File: config.mk
export PLATFORM = sky130hd
export DESIGN_NAME = power_sequencer
export DESIGN_NICKNAME = d
export VERILOG_FILES = /design/src/inc/pwr_pkg.sv /design/src/inc/droop_if.sv /design/src/design/droop_filter.sv /design/src/design/slow_osc.sv /design/src/design/power_sequencer.sv
export VERILOG_INCLUDE_DIRS = /design/src /design/src/inc
export SDC_FILE = /design/constraint.sdc
export NUM_CORES = 1
export LEC_CHECK = 0
export ABC_CLOCK_PERIOD_IN_PS = 2900
export BUFFER_PORTS_ARGS = -buffer_cell sky130_fd_sc_hd__buf_4
export CAP_MARGIN = 20
export CORE_ASPECT_RATIO = 1.25
export CORE_MARGIN = 10
export CORE_UTILIZATION = 52
export CTS_CLUSTER_SIZE = 24
export DETAILED_ROUTE_END_ITERATION = 6
export PLACE_DENSITY = 0.86
export SYNTH_ARGS = -nofsm -noshare
export SYNTH_HDL_FRONTEND = slang
export SYNTH_SLANG_ARGS = --single-unit
File: constraint.sdc
create_clock -name clk -period 2.9 [get_ports clk]
set_clock_uncertainty 0.15 [all_clocks]
set_input_delay 0.29 -clock clk [delete_from_list [all_inputs] [get_ports clk]]
set_output_delay 0.29 -clock clk [all_outputs]
set_load 0.02 [all_outputs]
File: src/inc/pwr_consts.svh
// Offsets, field positions, reset values and timing counts of the power block
`ifndef PWR_CONSTS_SVH
`define PWR_CONSTS_SVH
`define MODE_CTRL_INDEX 8'h09
`define ADDR_MODE_CTRL 12'h024
`define ADDR_INT_STATUS 12'h040
`define ADDR_INT_MASK 12'h044
`define ADDR_CMD 12'h048
`define ADDR_STATE 12'h04C
`define BIT_GATE 2
`define BIT_DET_EN 3
`define BIT_DET_FLAG 5
`define MODE_RESET 8'h00
`define UNUSED_READ 8'h00
`define CMD_HALT 0
`define IRQ_DROOP 0
`define IRQ_WAKE 1
`define IRQ_SETTLED 2
`define IRQ_WIDTH 3
`define SETTLE_CYCLES 1024
`define PERSIST_TIME_US 1000
`define SLOW_OSC_HZ 12000
`define CLK_MHZ 250
`define SLOW_DIV (`CLK_MHZ * 1000000 / `SLOW_OSC_HZ)
`define PERSIST_TICKS ((`PERSIST_TIME_US * `SLOW_OSC_HZ + 999999) / 1000000)
`endif

File: src/inc/pwr_pkg.sv
// Types shared by the power block
package pwr_pkg;
    typedef enum logic [1:0] {
        modeNormal,
        modeIdle,
        modeHalt
    } pmode_t;
    typedef enum logic [1:0] {
        stReset,
        stSettle,
        stRun,
        stSleep
    } seq_t;
endpackage

File: src/inc/droop_if.sv
// Carrier between the droop filter and the top
interface droop_if;
    logic enable;
    logic lowSync;
    logic slowTick;
    logic droopReset;
    modport filter (input enable, input slowTick, input lowSync, output droopReset);
    modport ctrl (output enable, output slowTick, output lowSync, input droopReset);
endinterface

File: src/design/droop_filter.sv
// Persistence filter that turns a long low-supply episode into a reset
`include "pwr_consts.svh"
module droop_filter (
    input wire logic clk,
    input wire logic rst_n,
    droop_if.filter dif
);
    logic [15:0] persistCnt_reg;

    // Count slow ticks while low persists; any recovery clears it
    always_ff @(posedge clk or negedge rst_n) begin
        if (!rst_n) begin
            persistCnt_reg <= 16'h0000;
        end else if (!dif.enable || !dif.lowSync) begin
            persistCnt_reg <= 16'h0000;
        end else if (dif.slowTick && persistCnt_reg <= 16'(`PERSIST_TICKS)) begin
            persistCnt_reg <= persistCnt_reg + 16'h0001;
        end
    end

    // Strictly longer than the interval before firing
    always_ff @(posedge clk or negedge rst_n) begin
        if (!rst_n) begin
            dif.droopReset <= 1'b0;
        end else begin
            dif.droopReset <= persistCnt_reg > 16'(`PERSIST_TICKS);
        end
    end
endmodule

File: src/design/slow_osc.sv
// Divider standing in for the internal slow oscillator
`include "pwr_consts.svh"
module slow_osc (
    input wire logic clk,
    input wire logic rst_n,
    input wire logic run,
    output logic tick
);
    logic [15:0] divCnt_reg;

    always_ff @(posedge clk or negedge rst_n) begin
        if (!rst_n) begin
            divCnt_reg <= 16'h0000;
            tick <= 1'b0;
        end else if (!run) begin
            divCnt_reg <= 16'h0000;
            tick <= 1'b0;
        end else if (divCnt_reg == 16'(`SLOW_DIV - 1)) begin
            divCnt_reg <= 16'h0000;
            tick <= 1'b1;
        end else begin
            divCnt_reg <= divCnt_reg + 16'h0001;
            tick <= 1'b0;
        end
    end
endmodule

File: src/design/power_sequencer.sv
// Supply droop supervision, reset sequencing and power modes
// Functional notes
// - Droop reset and droop detector exist only when their option inputs select them.
// - Control bit 3 switches the droop detector on or off.
// - Control bit 5 is a read-only flag showing low supply.
// - Control bits 0, 1, 4, 6, 7 are unused and read with no defined value; this block reads them as 0.
// - With bit 2 clear, halt keeps the slow clock and its oscillator running (Idle).
// - With bit 2 set, halt gates the slow clock; its oscillator runs only with watchdog on.
// - Normal, Idle and HALT modes; halt stops the main oscillator and system clock.
// - The slow oscillator stays off unless the watchdog oscillator enable is set.
// - A droop reset acts exactly like the external clear pin.
// - In power-down both droop reset and droop detector are disabled.
// - A droop reset fires only after low supply persists longer than 1 ms.
// - Chip reset is the OR of droop reset and the external clear pin.
// - After reset, 1024 system clocks elapse before normal execution.
// - A falling edge on a wake-enabled port A pin wakes from power-down.
`include "pwr_consts.svh"
module power_sequencer (
    input wire logic clk,
    input wire logic rst_n,
    input wire logic psel,
    input wire logic penable,
    input wire logic pwrite,
    input wire logic [11:0] paddr,
    input wire logic [31:0] pwdata,
    output logic [31:0] prdata,
    output logic pready,
    output logic pslverr,
    input wire logic droopResetOption,
    input wire logic droopDetectOption,
    input wire logic watchdogEnable,
    input wire logic watchdogOscEnable,
    input wire logic externalClearPin_n,
    input wire logic supplyLowAsync,
    input wire logic [7:0] portAPins,
    input wire logic [7:0] wakeOption,
    output logic chipReset,
    output logic cpuRun,
    output logic mainOscOn,
    output logic sysClockOn,
    output logic slowClockOn,
    output logic slowOscOn,
    output pwr_pkg::pmode_t powerMode,
    output logic irq
);
    import pwr_pkg::*;

    function automatic logic isAddr(input logic [11:0] a, input logic [11:0] ref_a);
        return a == ref_a;
    endfunction

    droop_if dif ();

    logic lowMeta_reg;
    logic lowSync_reg;
    logic lowPrev_reg;
    logic gateBit_reg;
    logic detEnBit_reg;
    logic [`IRQ_WIDTH-1:0] intStatus_reg;
    logic [`IRQ_WIDTH-1:0] intMask_reg;
    logic [`IRQ_WIDTH-1:0] events;
    logic [7:0] portPrev_reg;
    logic [10:0] settleCnt_reg;
    seq_t seq_reg;
    logic sleeping;
    logic wake;
    logic droopReq;
    logic resetReq;
    logic detectActive;
    logic slowRun;
    logic slowTick;
    logic wrEn;
    logic rdEn;
    logic haltCmd;
    logic settleDone;
    logic [7:0] modeRead;

    // Comparator output is asynchronous to clk
    always_ff @(posedge clk or negedge rst_n) begin
        if (!rst_n) begin
            lowMeta_reg <= 1'b0;
            lowSync_reg <= 1'b0;
            lowPrev_reg <= 1'b0;
        end else begin
            lowMeta_reg <= supplyLowAsync;
            lowSync_reg <= lowMeta_reg;
            lowPrev_reg <= lowSync_reg;
        end
    end

    assign sleeping = (seq_reg == stSleep);
    assign detectActive = droopDetectOption && detEnBit_reg && !sleeping;

    // Slow oscillator runs only with its enable, and only as halt mode allows
    assign slowRun = watchdogOscEnable
        && (!sleeping || !gateBit_reg || watchdogEnable);

    slow_osc slowOsc (
        .clk(clk),
        .rst_n(rst_n),
        .run(slowRun),
        .tick(slowTick)
    );

    assign dif.enable = droopResetOption && !sleeping;
    assign dif.lowSync = lowSync_reg;
    assign dif.slowTick = slowTick;

    droop_filter droopFilter (
        .clk(clk),
        .rst_n(rst_n),
        .dif(dif)
    );

    assign droopReq = dif.droopReset;
    assign resetReq = droopReq || !externalClearPin_n;

    // APB decode; zero-wait slave
    assign wrEn = psel && penable && pwrite;
    assign rdEn = psel && !penable && !pwrite;
    assign haltCmd = wrEn && isAddr(paddr, `ADDR_CMD) && pwdata[`CMD_HALT] && seq_reg == stRun;

    // Unused bits have no defined value; they are driven as a fixed pattern
    always_comb begin
        modeRead = `UNUSED_READ;
        modeRead[`BIT_GATE] = gateBit_reg;
        modeRead[`BIT_DET_EN] = detEnBit_reg;
        modeRead[`BIT_DET_FLAG] = detectActive && lowSync_reg;
    end

    // Control bits; reset by the internal chip reset as well
    always_ff @(posedge clk or negedge rst_n) begin
        if (!rst_n) begin
            gateBit_reg <= 1'b0;
            detEnBit_reg <= 1'b0;
        end else if (resetReq) begin
            gateBit_reg <= 1'b0;
            detEnBit_reg <= 1'b0;
        end else if (wrEn && isAddr(paddr, `ADDR_MODE_CTRL)) begin
            gateBit_reg <= pwdata[`BIT_GATE];
            detEnBit_reg <= pwdata[`BIT_DET_EN];
        end
    end

    // Wake on falling edge of enabled port A pins
    always_ff @(posedge clk or negedge rst_n) begin
        if (!rst_n) begin
            portPrev_reg <= 8'hFF;
        end else begin
            portPrev_reg <= portAPins;
        end
    end
    assign wake = |(portPrev_reg & ~portAPins & wakeOption);

    assign settleDone = (settleCnt_reg == 11'(`SETTLE_CYCLES - 1));

    // Reset, settle, run and sleep sequence
    always_ff @(posedge clk or negedge rst_n) begin
        if (!rst_n) begin
            seq_reg <= stReset;
            settleCnt_reg <= 11'h000;
        end else if (resetReq) begin
            seq_reg <= stReset;
            settleCnt_reg <= 11'h000;
        end else begin
            case (seq_reg)
                stReset: begin
                    seq_reg <= stSettle;
                    settleCnt_reg <= 11'h000;
                end
                stSettle: begin
                    if (settleDone) begin
                        seq_reg <= stRun;
                    end else begin
                        settleCnt_reg <= settleCnt_reg + 11'h001;
                    end
                end
                stRun: begin
                    if (haltCmd) begin
                        seq_reg <= stSleep;
                    end
                end
                default: begin
                    if (wake) begin
                        seq_reg <= stSettle;
                        settleCnt_reg <= 11'h000;
                    end
                end
            endcase
        end
    end

    // Onset of low supply; only the synchronised copy is used
    assign events[`IRQ_DROOP] = detectActive && lowSync_reg && !lowPrev_reg;
    assign events[`IRQ_WAKE] = sleeping && wake;
    assign events[`IRQ_SETTLED] = (seq_reg == stSettle) && settleDone;

    // Sticky status; a new event wins over a write-one clear
    always_ff @(posedge clk or negedge rst_n) begin
        if (!rst_n) begin
            intStatus_reg <= '0;
            intMask_reg <= '0;
        end else begin
            if (wrEn && isAddr(paddr, `ADDR_INT_STATUS)) begin
                intStatus_reg <= (intStatus_reg & ~pwdata[`IRQ_WIDTH-1:0]) | events;
            end else begin
                intStatus_reg <= intStatus_reg | events;
            end
            if (wrEn && isAddr(paddr, `ADDR_INT_MASK)) begin
                intMask_reg <= pwdata[`IRQ_WIDTH-1:0];
            end
        end
    end

    // Read data registered in setup phase so it is valid in access phase
    always_ff @(posedge clk or negedge rst_n) begin
        if (!rst_n) begin
            prdata <= 32'h0000_0000;
            pslverr <= 1'b0;
            pready <= 1'b0;
        end else begin
            pready <= psel && !penable;
            pslverr <= 1'b0;
            if (psel && !penable) begin
                pslverr <= !(isAddr(paddr, `ADDR_MODE_CTRL) || isAddr(paddr, `ADDR_INT_STATUS)
                    || isAddr(paddr, `ADDR_INT_MASK) || isAddr(paddr, `ADDR_CMD)
                    || isAddr(paddr, `ADDR_STATE));
            end
            if (rdEn) begin
                if (isAddr(paddr, `ADDR_MODE_CTRL)) begin
                    prdata <= {24'h00_0000, modeRead};
                end else if (isAddr(paddr, `ADDR_INT_STATUS)) begin
                    prdata <= {29'h0, intStatus_reg};
                end else if (isAddr(paddr, `ADDR_INT_MASK)) begin
                    prdata <= {29'h0, intMask_reg};
                end else if (isAddr(paddr, `ADDR_STATE)) begin
                    prdata <= {28'h000_0000, powerMode, seq_reg};
                end else begin
                    prdata <= 32'h0000_0000;
                end
            end
        end
    end

    // Registered outputs
    always_ff @(posedge clk or negedge rst_n) begin
        if (!rst_n) begin
            chipReset <= 1'b1;
            cpuRun <= 1'b0;
            mainOscOn <= 1'b1;
            sysClockOn <= 1'b1;
            slowClockOn <= 1'b0;
            slowOscOn <= 1'b0;
            powerMode <= modeNormal;
            irq <= 1'b0;
        end else begin
            chipReset <= resetReq || seq_reg == stReset;
            cpuRun <= seq_reg == stRun;
            mainOscOn <= !sleeping;
            sysClockOn <= !sleeping;
            slowClockOn <= watchdogOscEnable && !(sleeping && gateBit_reg);
            slowOscOn <= slowRun;
            powerMode <= !sleeping ? modeNormal : (gateBit_reg ? modeHalt : modeIdle);
            irq <= |(intStatus_reg & intMask_reg);
        end
    end
endmodule

# Word level (Yosys, flattened, before mapping)
# Index checks and enable logic that the tools add are counted.
# totals
reg_bits	108
latch_bits	0
mem_bits_rw	0
mem_bits_ro	0
inputBits	71
out_inout_bits	43
word_cells	127
n_memories	0
# classes
add_sub_neg	3
n_mul	0
div	0
order_cmp	2
eq_ne	14
n_shift	0
muxes	27
bitwise	8
reduce_logical	49
# ops
operator	n
two-way mux 16 bit	4
== test 12 x 7 -> 1 bit (second input constant)	4
two-way mux 11 bit	3
one-hot mux 11 bit (3 select lines)	1
adder 16 x 1 -> 16 bit (second input constant)	2
logical AND 1 bit	21
bitwise AND 8 bit	2
== test 16 x 15 -> 1 bit (second input constant)	1
greater-than comparator 16 x 4 -> 1 bit (second input constant)	1
less-or-equal comparator 16 x 4 -> 1 bit (second input constant)	1
== test 12 x 6 -> 1 bit (second input constant)	1
two-way mux 2 bit	6
two-way mux 4 bit	3
adder 11 x 1 -> 11 bit (second input constant)	1
== test 11 x 10 -> 1 bit (second input constant)	1
zero test 1 bit	10
logical OR 1 bit	9
inequality test 3 bit (second input constant)	3
inverter 8 bit	1
OR reduction 8 bit	1
two-way mux 1 bit	7
bitwise AND 3 bit	2
two-way mux 6 bit	1
OR 3 bit	2
12 further kinds	15

# Depth between registers and ports, before layout
# Gate-level depths: netlist of run 1.
# depth
ltp_word	8
mapped_depth	8
ltp_nobuf	7

# By module
# From an unflattened synthesis of run 1, not the netlist that was laid out.
# unflattened
hier_cells	375
area_unflattened_um2	3952.5
# by_module_without_submodules
mod	n_inst	cells_each	area_per_inst_um2	seq_area_each_um2
power_sequencer	1	229	2388.5	1188.6
slow_osc	1	87	872.1	425.4
droop_filter	1	59	691.9	425.4

# Worst setup path after synthesis of run 1
# No wires, ideal clock.
# synth_path
kind	register to register
startpoint	register seq_reg[1]
endpoint	register seq_reg[0]
setup_ns	0.080
arrival_time_ns	1.919
required_time_ns	2.670
path_slack_ns	0.751
stages_incl_launch_ff	9
n_path_buf	1
period_less_slack_ns	2.149
cell_sequence	dfrtp_1 > inv_1 > ha_1 > nor4b_2 > o211ai_1 > or4_1 > buf_2 > o221a_1 > o22ai_2
# synth_via
elab_chain_len	4
word_cells_on_any_way	10
cone_classes	eq/ne: 4; mux: 2; reduce/logical: 4
# synth_rtl
element	line	source
start, declared	power_sequencer.sv:64	seq_t seq_reg;
start signal, assigned	power_sequencer.sv:160	seq_reg <= stReset;
start signal, assigned	power_sequencer.sv:163	seq_reg <= stReset;
start signal, assigned	power_sequencer.sv:168	seq_reg <= stSettle;
== test 2 bit	power_sequencer.sv:121, power_sequencer.sv:166	
logical AND 1 bit	power_sequencer.sv:121	assign haltCmd = wrEn && isAddr(paddr, `ADDR_CMD) && pwdata[`CMD_HALT] && seq_reg == stRun;
inequality test 3 bit (no line)	-	
AND reduction 3 bit (no line)	-	
# Parallel ways exist; a longest one is shown, timed or not.
# A chain may end at the register's enable or synchronous reset.

# Worst setup path in the final report of run 1
# layout_path
startpoint	register seq_reg[1]
endpoint	register settleCnt_reg[0]
# layout_via
elab_chain_len	3
word_cells_on_any_way	9
cone_classes	eq/ne: 4; mux: 2; reduce/logical: 3
# layout_rtl
element	line	source
== test 2 x 1 -> 1 bit, or another cell as far along	power_sequencer.sv:166	case (seq_reg)
inequality test 3 bit (no line), or another cell as far along	-	
AND reduction 3 bit (no line) or two-way mux 11 bit (tied branches)	-	
end signal, assigned	power_sequencer.sv:175	settleCnt_reg <= settleCnt_reg + 11'h001;
end, declared	power_sequencer.sv:63	logic [10:0] settleCnt_reg;
# Parallel ways exist; a longest one is shown, timed or not.

==> impl_metrics.ini, run 1 <==
[route]
vias_per_cell = 5.51
routedWlPerCell_um = 16.4
finalWirelength_um = 8960
ant_nets = 0
drtIter0Drc = 207
vias = 3016
drc = 0
firstDrtPassIters = 4

[die]
row_count = 35
die_h_um = 117
start_util_pct = 53.0
dieWidth_um = 97.5
ios = 114
fp.coreArea_um2 = 7360
fp.dieArea_um2 = 11400

[cts]
clockBufferDepth = 2
clk_pin_slew_ps = 90
clockRootBuffer = clkbuf_8
worstSkewPairLatency_ps = 360
cts_sinks = 81
cts_inserted_buffers = 9
cts_setup_buffers = 0
cts_tree = done
cts_max_level = 3

[yosys]
synth_ff_type = dfrtp_1
synth_top_cell_by_area = dfrtp_1
synth_edf_count = 0
yosysUniqueCellTypes = 55
ys_ff_latch = 81
synthCells = 376
async_flop_share_pct = 100
yosys_warnings = 0
avgSynthCellArea_um2 = 10.4
ys_seq_area_share_pct = 52.3
syn_area_um2 = 3900
synth_area_leaders = dfrtp_1 (46%), dfstp_2 (6.7%), buf_4 (5.4%)
synth.top_cell.area_share_pct = 45.5

[timing]
drv_slew = 0
post-route-period-util_pct = 85.9
tightest_slew_ps = 652
hold_viol_final = 0
grt_setup_unrepaired = no
period_needed_ps = 2490
setup_viol = 0
fmax_mhz = 402
fin_setup_tns_ps = 0
slew_headroom_pct = 56.4
worst_slack_ps = 410

[global_routing]
gr-total-overflow = 0
met1_usage_pct = 18.3
grt_pass1_vias = 3071
grt_first_pass_wirelength_um = 14800
use_met3_pct = 3.99
grt_antenna_before_repair = 0
grt_max_degree = 82
grt_use_total_pct = 15.6
grt-busiest-layer = met2
use_met2_pct = 27.5

[critical_path]
timing.reg2reg.setup_slack_ps = 410
reg2reg_to = settleCnt_reg[0]$_DFFE_PN0P_
cp_max_fo = 6
crit_type = register to register
worstPathArrival_ps = 2640
end_kind = register
rr_worst_depth = 7
cp.required_ps = 3050
reg2reg_from = seq_reg[1]$_DFFE_PN0P_
startpoint_type = register

[pwr]
leakagePower_nw = 2.25
power_frac_clock_pct = 34.5
internal_power_mw = 1.92
p_switching_mw = 0.788
p_comb_share_pct = 19.7
p_seq_share_pct = 45.7
swShare_pct = 29.1
power_density_nw_per_um2 = 575
max-vdd-ir-drop_uv = 378

[place]
io_buffer_count = 58
place.gp.congestion = 0.828
place_hpwl_um = 6400
pre_cts_slack_ps = 501

[run]
max_cap_viol_count = 0

[min_path]
hold_start = pwdata[1]
hold_path_depth = 2
hold_class = primary input to register
worstHoldEndpoint = intMask_reg[1]$_DFFE_PN0P_

[finish]
syn2layout_area_growth_pct = 20.5
antenna_cells = 0
fin_nets = 530
fill_cells = 572
drive_gt1_share_pct = 22.2

[run_status]
outcome = complete, no violations
how the worst max path moves through the flow:
stage                                 from                           end  cells after the start
global placement    seq_reg[1]$_DFFE_PN0P_  settleCnt_reg[0]$_DFFE_PN0P_                      7
floorplan           seq_reg[1]$_DFFE_PN0P_        seq_reg[0]$_DFFE_PN0P_                      8
CTS                 seq_reg[1]$_DFFE_PN0P_  settleCnt_reg[0]$_DFFE_PN0P_                      7
global route        seq_reg[1]$_DFFE_PN0P_  settleCnt_reg[0]$_DFFE_PN0P_                      7
detailed placement  seq_reg[1]$_DFFE_PN0P_  settleCnt_reg[0]$_DFFE_PN0P_                      7
finish              seq_reg[1]$_DFFE_PN0P_  settleCnt_reg[0]$_DFFE_PN0P_                      7
area by class of cell:
cell class / instances / area (um^2) / area share [%]
timing repair buffer: 73 / 598 / 12.7
sequential: 81 / 2040 / 43.4
inverter: 15 / 56.3 / 1.20
clock inverter: 6 / 91.3 / 1.94
tap: 92 / 115 / 2.45
multi-input combinational: 270 / 1660 / 35.4
clock buffer: 10 / 138 / 2.93
power groups by stage:
| stage | registers (mW) | logic (mW) | clock network [mW] |
|---|---|---|---|
| floorplan | 1.27 | 0.332 | 0 |
| global placement | 1.25 | 0.490 | 0 |
| detailed placement | 1.26 | 0.506 | 0 |
| CTS | 1.24 | 0.526 | 0.946 |
| global route | 1.24 | 0.584 | 0.999 |
| finish | 1.24 | 0.534 | 0.934 |
logic make-up (layout without fill, tap and decap cells):
group	Yosys count	after routing	share of synthesized area (%)
AO/OA/AOI/OAI	61	61	11.3
XOR/XNOR	17	17	3.82
adder cells (fa/ha/maj)	9	9	2.89
buffers and inverters	51	104	7.63
flip-flops	81	81	52.3
multiplexers	9	9	2.53
other	1	27	0.0961
AND/OR/NAND/NOR	147	147	19.5
cell usage in the layout, fill, tap and decap left out, types with 8 or more instances in the layout:
master and n:
and3_1 21, nand2_1 38, nor2_1 35, o21ai_0 18, ha_1 9, dlygate4sd3_1 12
a21oi_1 8, dfstp_2 10, nor3_1 9, nand3_1 15, inv_1 15, buf_4 60
conb_1 27, dfrtp_1 71, clkbuf_8 10, xnor2_1 10
metrics by stage:
stage	util [%]	power [mW]	instance area (um^2)	cells	hold slack [ps]
floorplan	-	1.61	4000	402	-156
global placement	58.8	1.74	4320	518	185
detailed placement	58.8	1.76	4320	518	185
CTS	63.5	2.71	4670	546	22.4
global route	63.9	2.83	4700	547	24.9
finish	63.9	2.70	4700	547	37.4
timing repair:
| action | CTS | global route |
|---|---|---|
| endpoints found under the hold margin | 82 | 0 |
| gates resized for setup | 0 | 0 |
| hold buffers | 12 | 0 |
worst max-delay path, stage by stage (launching register included):
cell	delay [ps]
dfrtp_1	430
inv_1	110
ha_1	290
nor4b_2	300
o211ai_1	130
or4_1	560
o21ai_0	240
mux2_2	230
Yosys cell counts, types with 3 or more instances:
library cell	count
xnor2_1	10
a21oi_1	8
a22oi_1	3
nand2b_1	4
a31oi_1	3
a22o_1	4
nand3_1	15
clkbuf_1	7
and3_1	21
nor2_1	35
xor2_1	7
dfstp_2	10
buf_4	28
ha_1	9
nor2b_1	4
nor3_1	9
dfrtp_1	71
o22ai_1	3
o21ai_0	18
nor4_1	6
nand2_1	38
mux2_2	7
inv_1	15
nand4_1	3
metal layers:
metal  wire [um]  part of all wire, %  vias up
li1            -                    -     1414
met1        3700                   41     1494
met4         111                  1.2        0
met2        4690                   52       96
met5           0                    0        -
met3         461                  5.1       12
Note: power is estimated with default switching activity, not from simulation.
==> run 2: changes to the inputs <==
--- a/config.mk
+++ b/config.mk
@@ -6,15 +6,15 @@
 export SDC_FILE = /design/constraint.sdc
 export NUM_CORES = 1
 export LEC_CHECK = 0
-export ABC_CLOCK_PERIOD_IN_PS = 2900
+export ABC_CLOCK_PERIOD_IN_PS = 2920
 export BUFFER_PORTS_ARGS = -buffer_cell sky130_fd_sc_hd__buf_4
 export CAP_MARGIN = 20
 export CORE_ASPECT_RATIO = 1.25
 export CORE_MARGIN = 10
-export CORE_UTILIZATION = 52
+export CORE_UTILIZATION = 55
 export CTS_CLUSTER_SIZE = 24
 export DETAILED_ROUTE_END_ITERATION = 6
-export PLACE_DENSITY = 0.86
+export PLACE_DENSITY = 0.9
 export SYNTH_ARGS = -nofsm -noshare
 export SYNTH_HDL_FRONTEND = slang
 export SYNTH_SLANG_ARGS = --single-unit
==> constraint.sdc (replaced) <==
create_clock -name clk -period 2.92 [get_ports clk]
set_clock_uncertainty 0.15 [all_clocks]
set_input_delay 0.292 -clock clk [delete_from_list [all_inputs] [get_ports clk]]
set_output_delay 0.292 -clock clk [all_outputs]
set_load 0.02 [all_outputs]
==> run 2 against run 1 <==
Hold slack improved by 6.0 ps. Sequential cell count stayed put. Global-route usage increased by 1.5 points. Register-to-register slack gained 60 ps. Clock power fell by 9.3%. Total power shrank 4.2%. First-iteration DRC count shrank 24%. Via count decreased by 1.9%. Cell count shrank 0.91%. Critical path type unchanged. Largest cell class unchanged. Highest routed layer unchanged.
==> impl_metrics.ini, run 2 (same netlist as run 1, synthesis figures left out) <==
[die]
fp.coreArea_um2 = 6930
die_h_um = 114
dieWidth_um = 95.3
fp.dieArea_um2 = 10900
ios = 114
row_count = 34
start_util_pct = 56.3

[route]
drtIter0Drc = 158
finalWirelength_um = 8820
top_layer = met4
firstDrtPassIters = 4
routedWlPerCell_um = 16.3
dr_wl_met3_um = 477
wl_met2_um = 4710
drt-met1-wl_um = 3440
ant_nets = 0
vias_per_cell = 5.46
vias = 2959
drc = 0

[global_routing]
grt_use_total_pct = 17.1
grt_antenna_before_repair = 0
grt_first_pass_wirelength_um = 15000
gr-total-overflow = 0
grt_max_degree = 82
grt_pass1_vias = 3204

[cts]
clk_pin_slew_ps = 80
postCtsResizedCells = 0
cts_tree = done
cts_inserted_buffers = 9
worstSkewPairLatency_ps = 340
cts_sinks = 81
clockBufferDepth = 2
cts_max_level = 3
clockRootBuffer = clkbuf_8

[timing]
fmax_mhz = 409
setup_viol = 0
period_needed_ps = 2450
worst_slack_ps = 474
fin_setup_tns_ps = 0
post-route-period-util_pct = 83.8
slew_headroom_pct = 33.6
grt_setup_unrepaired = no
hold_viol_final = 0
tightest_slew_ps = 996
drv_slew = 0

[finish]
fin_nets = 527
final_common_cell = dfrtp_1
instances_no_fill = 542
antenna_cells = 0
drive_gt1_share_pct = 21.5
syn2layout_area_growth_pct = 18.7
fill_cells = 516
final_cell_mix = dfrtp_1 (71), buf_4 (59), nand2_1 (38)

[place]
place_hpwl_um = 6480
pre_cts_slack_ps = 499
io_buffer_count = 58
dp.cells = 515
place.gp.congestion = 0.832

[pwr]
max-vdd-ir-drop_uv = 305
p_switching_mw = 0.737
p_seq_share_pct = 47.4
swShare_pct = 28.5
power_density_nw_per_um2 = 559
power_frac_clock_pct = 32.7
p_comb_share_pct = 19.9
internal_power_mw = 1.85
leakagePower_nw = 2.22

[critical_path]
reg2reg_to = seq_reg[0]$_DFFE_PN0P_
crit_type = register to register
cp_max_fo = 6
timing.reg2reg.setup_slack_ps = 470
worstPathArrival_ps = 2560
reg2reg_from = seq_reg[1]$_DFFE_PN0P_
cp.required_ps = 3040
rr_worst_depth = 7
end_kind = register
startpoint_type = register

[min_path]
worstHoldEndpoint = slowClockOn$_DFF_PN0_
hold_class = primary input to register
hold_path_depth = 2
hold_start = watchdogOscEnable

[run]
max_cap_viol_count = 0

[run_status]
outcome = complete, no violations
run 2: cell types whose count changed in the layout (fill, tap and decap cells not counted):
cell,change
clkinv_4,-3
buf_16,-1
dlygate4sd3_1,-1
bufinv_16,-1
buf_4,-1
clkbuf_8,+2
clkbuf_1,+2
run 2: worst max-delay path by stage:
stage | start | to | cells past startpoint | slack, ps
3_5_place_dp | seq_reg[1]$_DFFE_PN0P_ | seq_reg[0]$_DFFE_PN0P_ | 7 | 500
6_report | seq_reg[1]$_DFFE_PN0P_ | seq_reg[0]$_DFFE_PN0P_ | 7 | 470
2_1_floorplan | seq_reg[1]$_DFFE_PN0P_ | seq_reg[0]$_DFFE_PN0P_ | 8 | 770
4_1_cts | seq_reg[1]$_DFFE_PN0P_ | seq_reg[0]$_DFFE_PN0P_ | 7 | 480
5_1_grt | seq_reg[1]$_DFFE_PN0P_ | seq_reg[1]$_DFFE_PN0P_ | 7 | 350
3_3_place_gp | seq_reg[1]$_DFFE_PN0P_ | settleCnt_reg[0]$_DFFE_PN0P_ | 7 | 570
run 2: timing repair:
action,CTS,global route
hold buffers,11,0
setup buffers,0,0
setup endpoints to repair,0,0
endpoints found under the hold margin,65,0
run 2: final cells by class:
cell class / count / area (um^2) / area share, %
Clock inverter: 2 / 35.0 / 0.756
Tap cell: 90 / 113 / 2.43
Clock buffer: 14 / 173 / 3.73
Timing Repair Buffer: 70 / 553 / 11.9
Multi-Input combinational cell: 270 / 1660 / 35.9
Inverter: 15 / 56.3 / 1.22
Sequential cell: 81 / 2040 / 44.0
run 2: per-layer routing:
layer  vias up  global-route usage, %
li1       1408                      -
met3        19                   4.07
met4         0                   7.00
met2        80                   29.8
met5         -                      0
met1      1452                   19.2
run 2: worst max-delay path, stage by stage (launching register included):
cell	delay [ps]
dfrtp_1	430
inv_1	100
ha_1	280
nor4b_2	290
o211ai_1	130
or4_1	550
o221a_1	310
o22ai_2	130
run 2: metrics by stage:
| stage | power (mW) | hold slack (ps) | util [%] | cell area [um^2] |
|---|---|---|---|---|
| finish | 2.59 | 43.3 | 66.8 | 4630 |
| global route | 2.72 | 37.2 | 66.8 | 4630 |
| CTS | 2.60 | 35.3 | 66.8 | 4630 |
| detailed placement | 1.75 | 204 | 62.2 | 4310 |
| global placement | 1.73 | 203 | 62.2 | 4310 |
| floorplan | 1.59 | -154 | - | 4000 |
run 2: power by group through the flow:
stage	logic, mW	clock network, mW	registers [mW]
3_5_place_dp	0.498	0	1.25
5_1_grt	0.576	0.914	1.23
6_report	0.514	0.847	1.23
4_1_cts	0.513	0.857	1.23
2_1_floorplan	0.330	0	1.26
3_3_place_gp	0.480	0	1.25
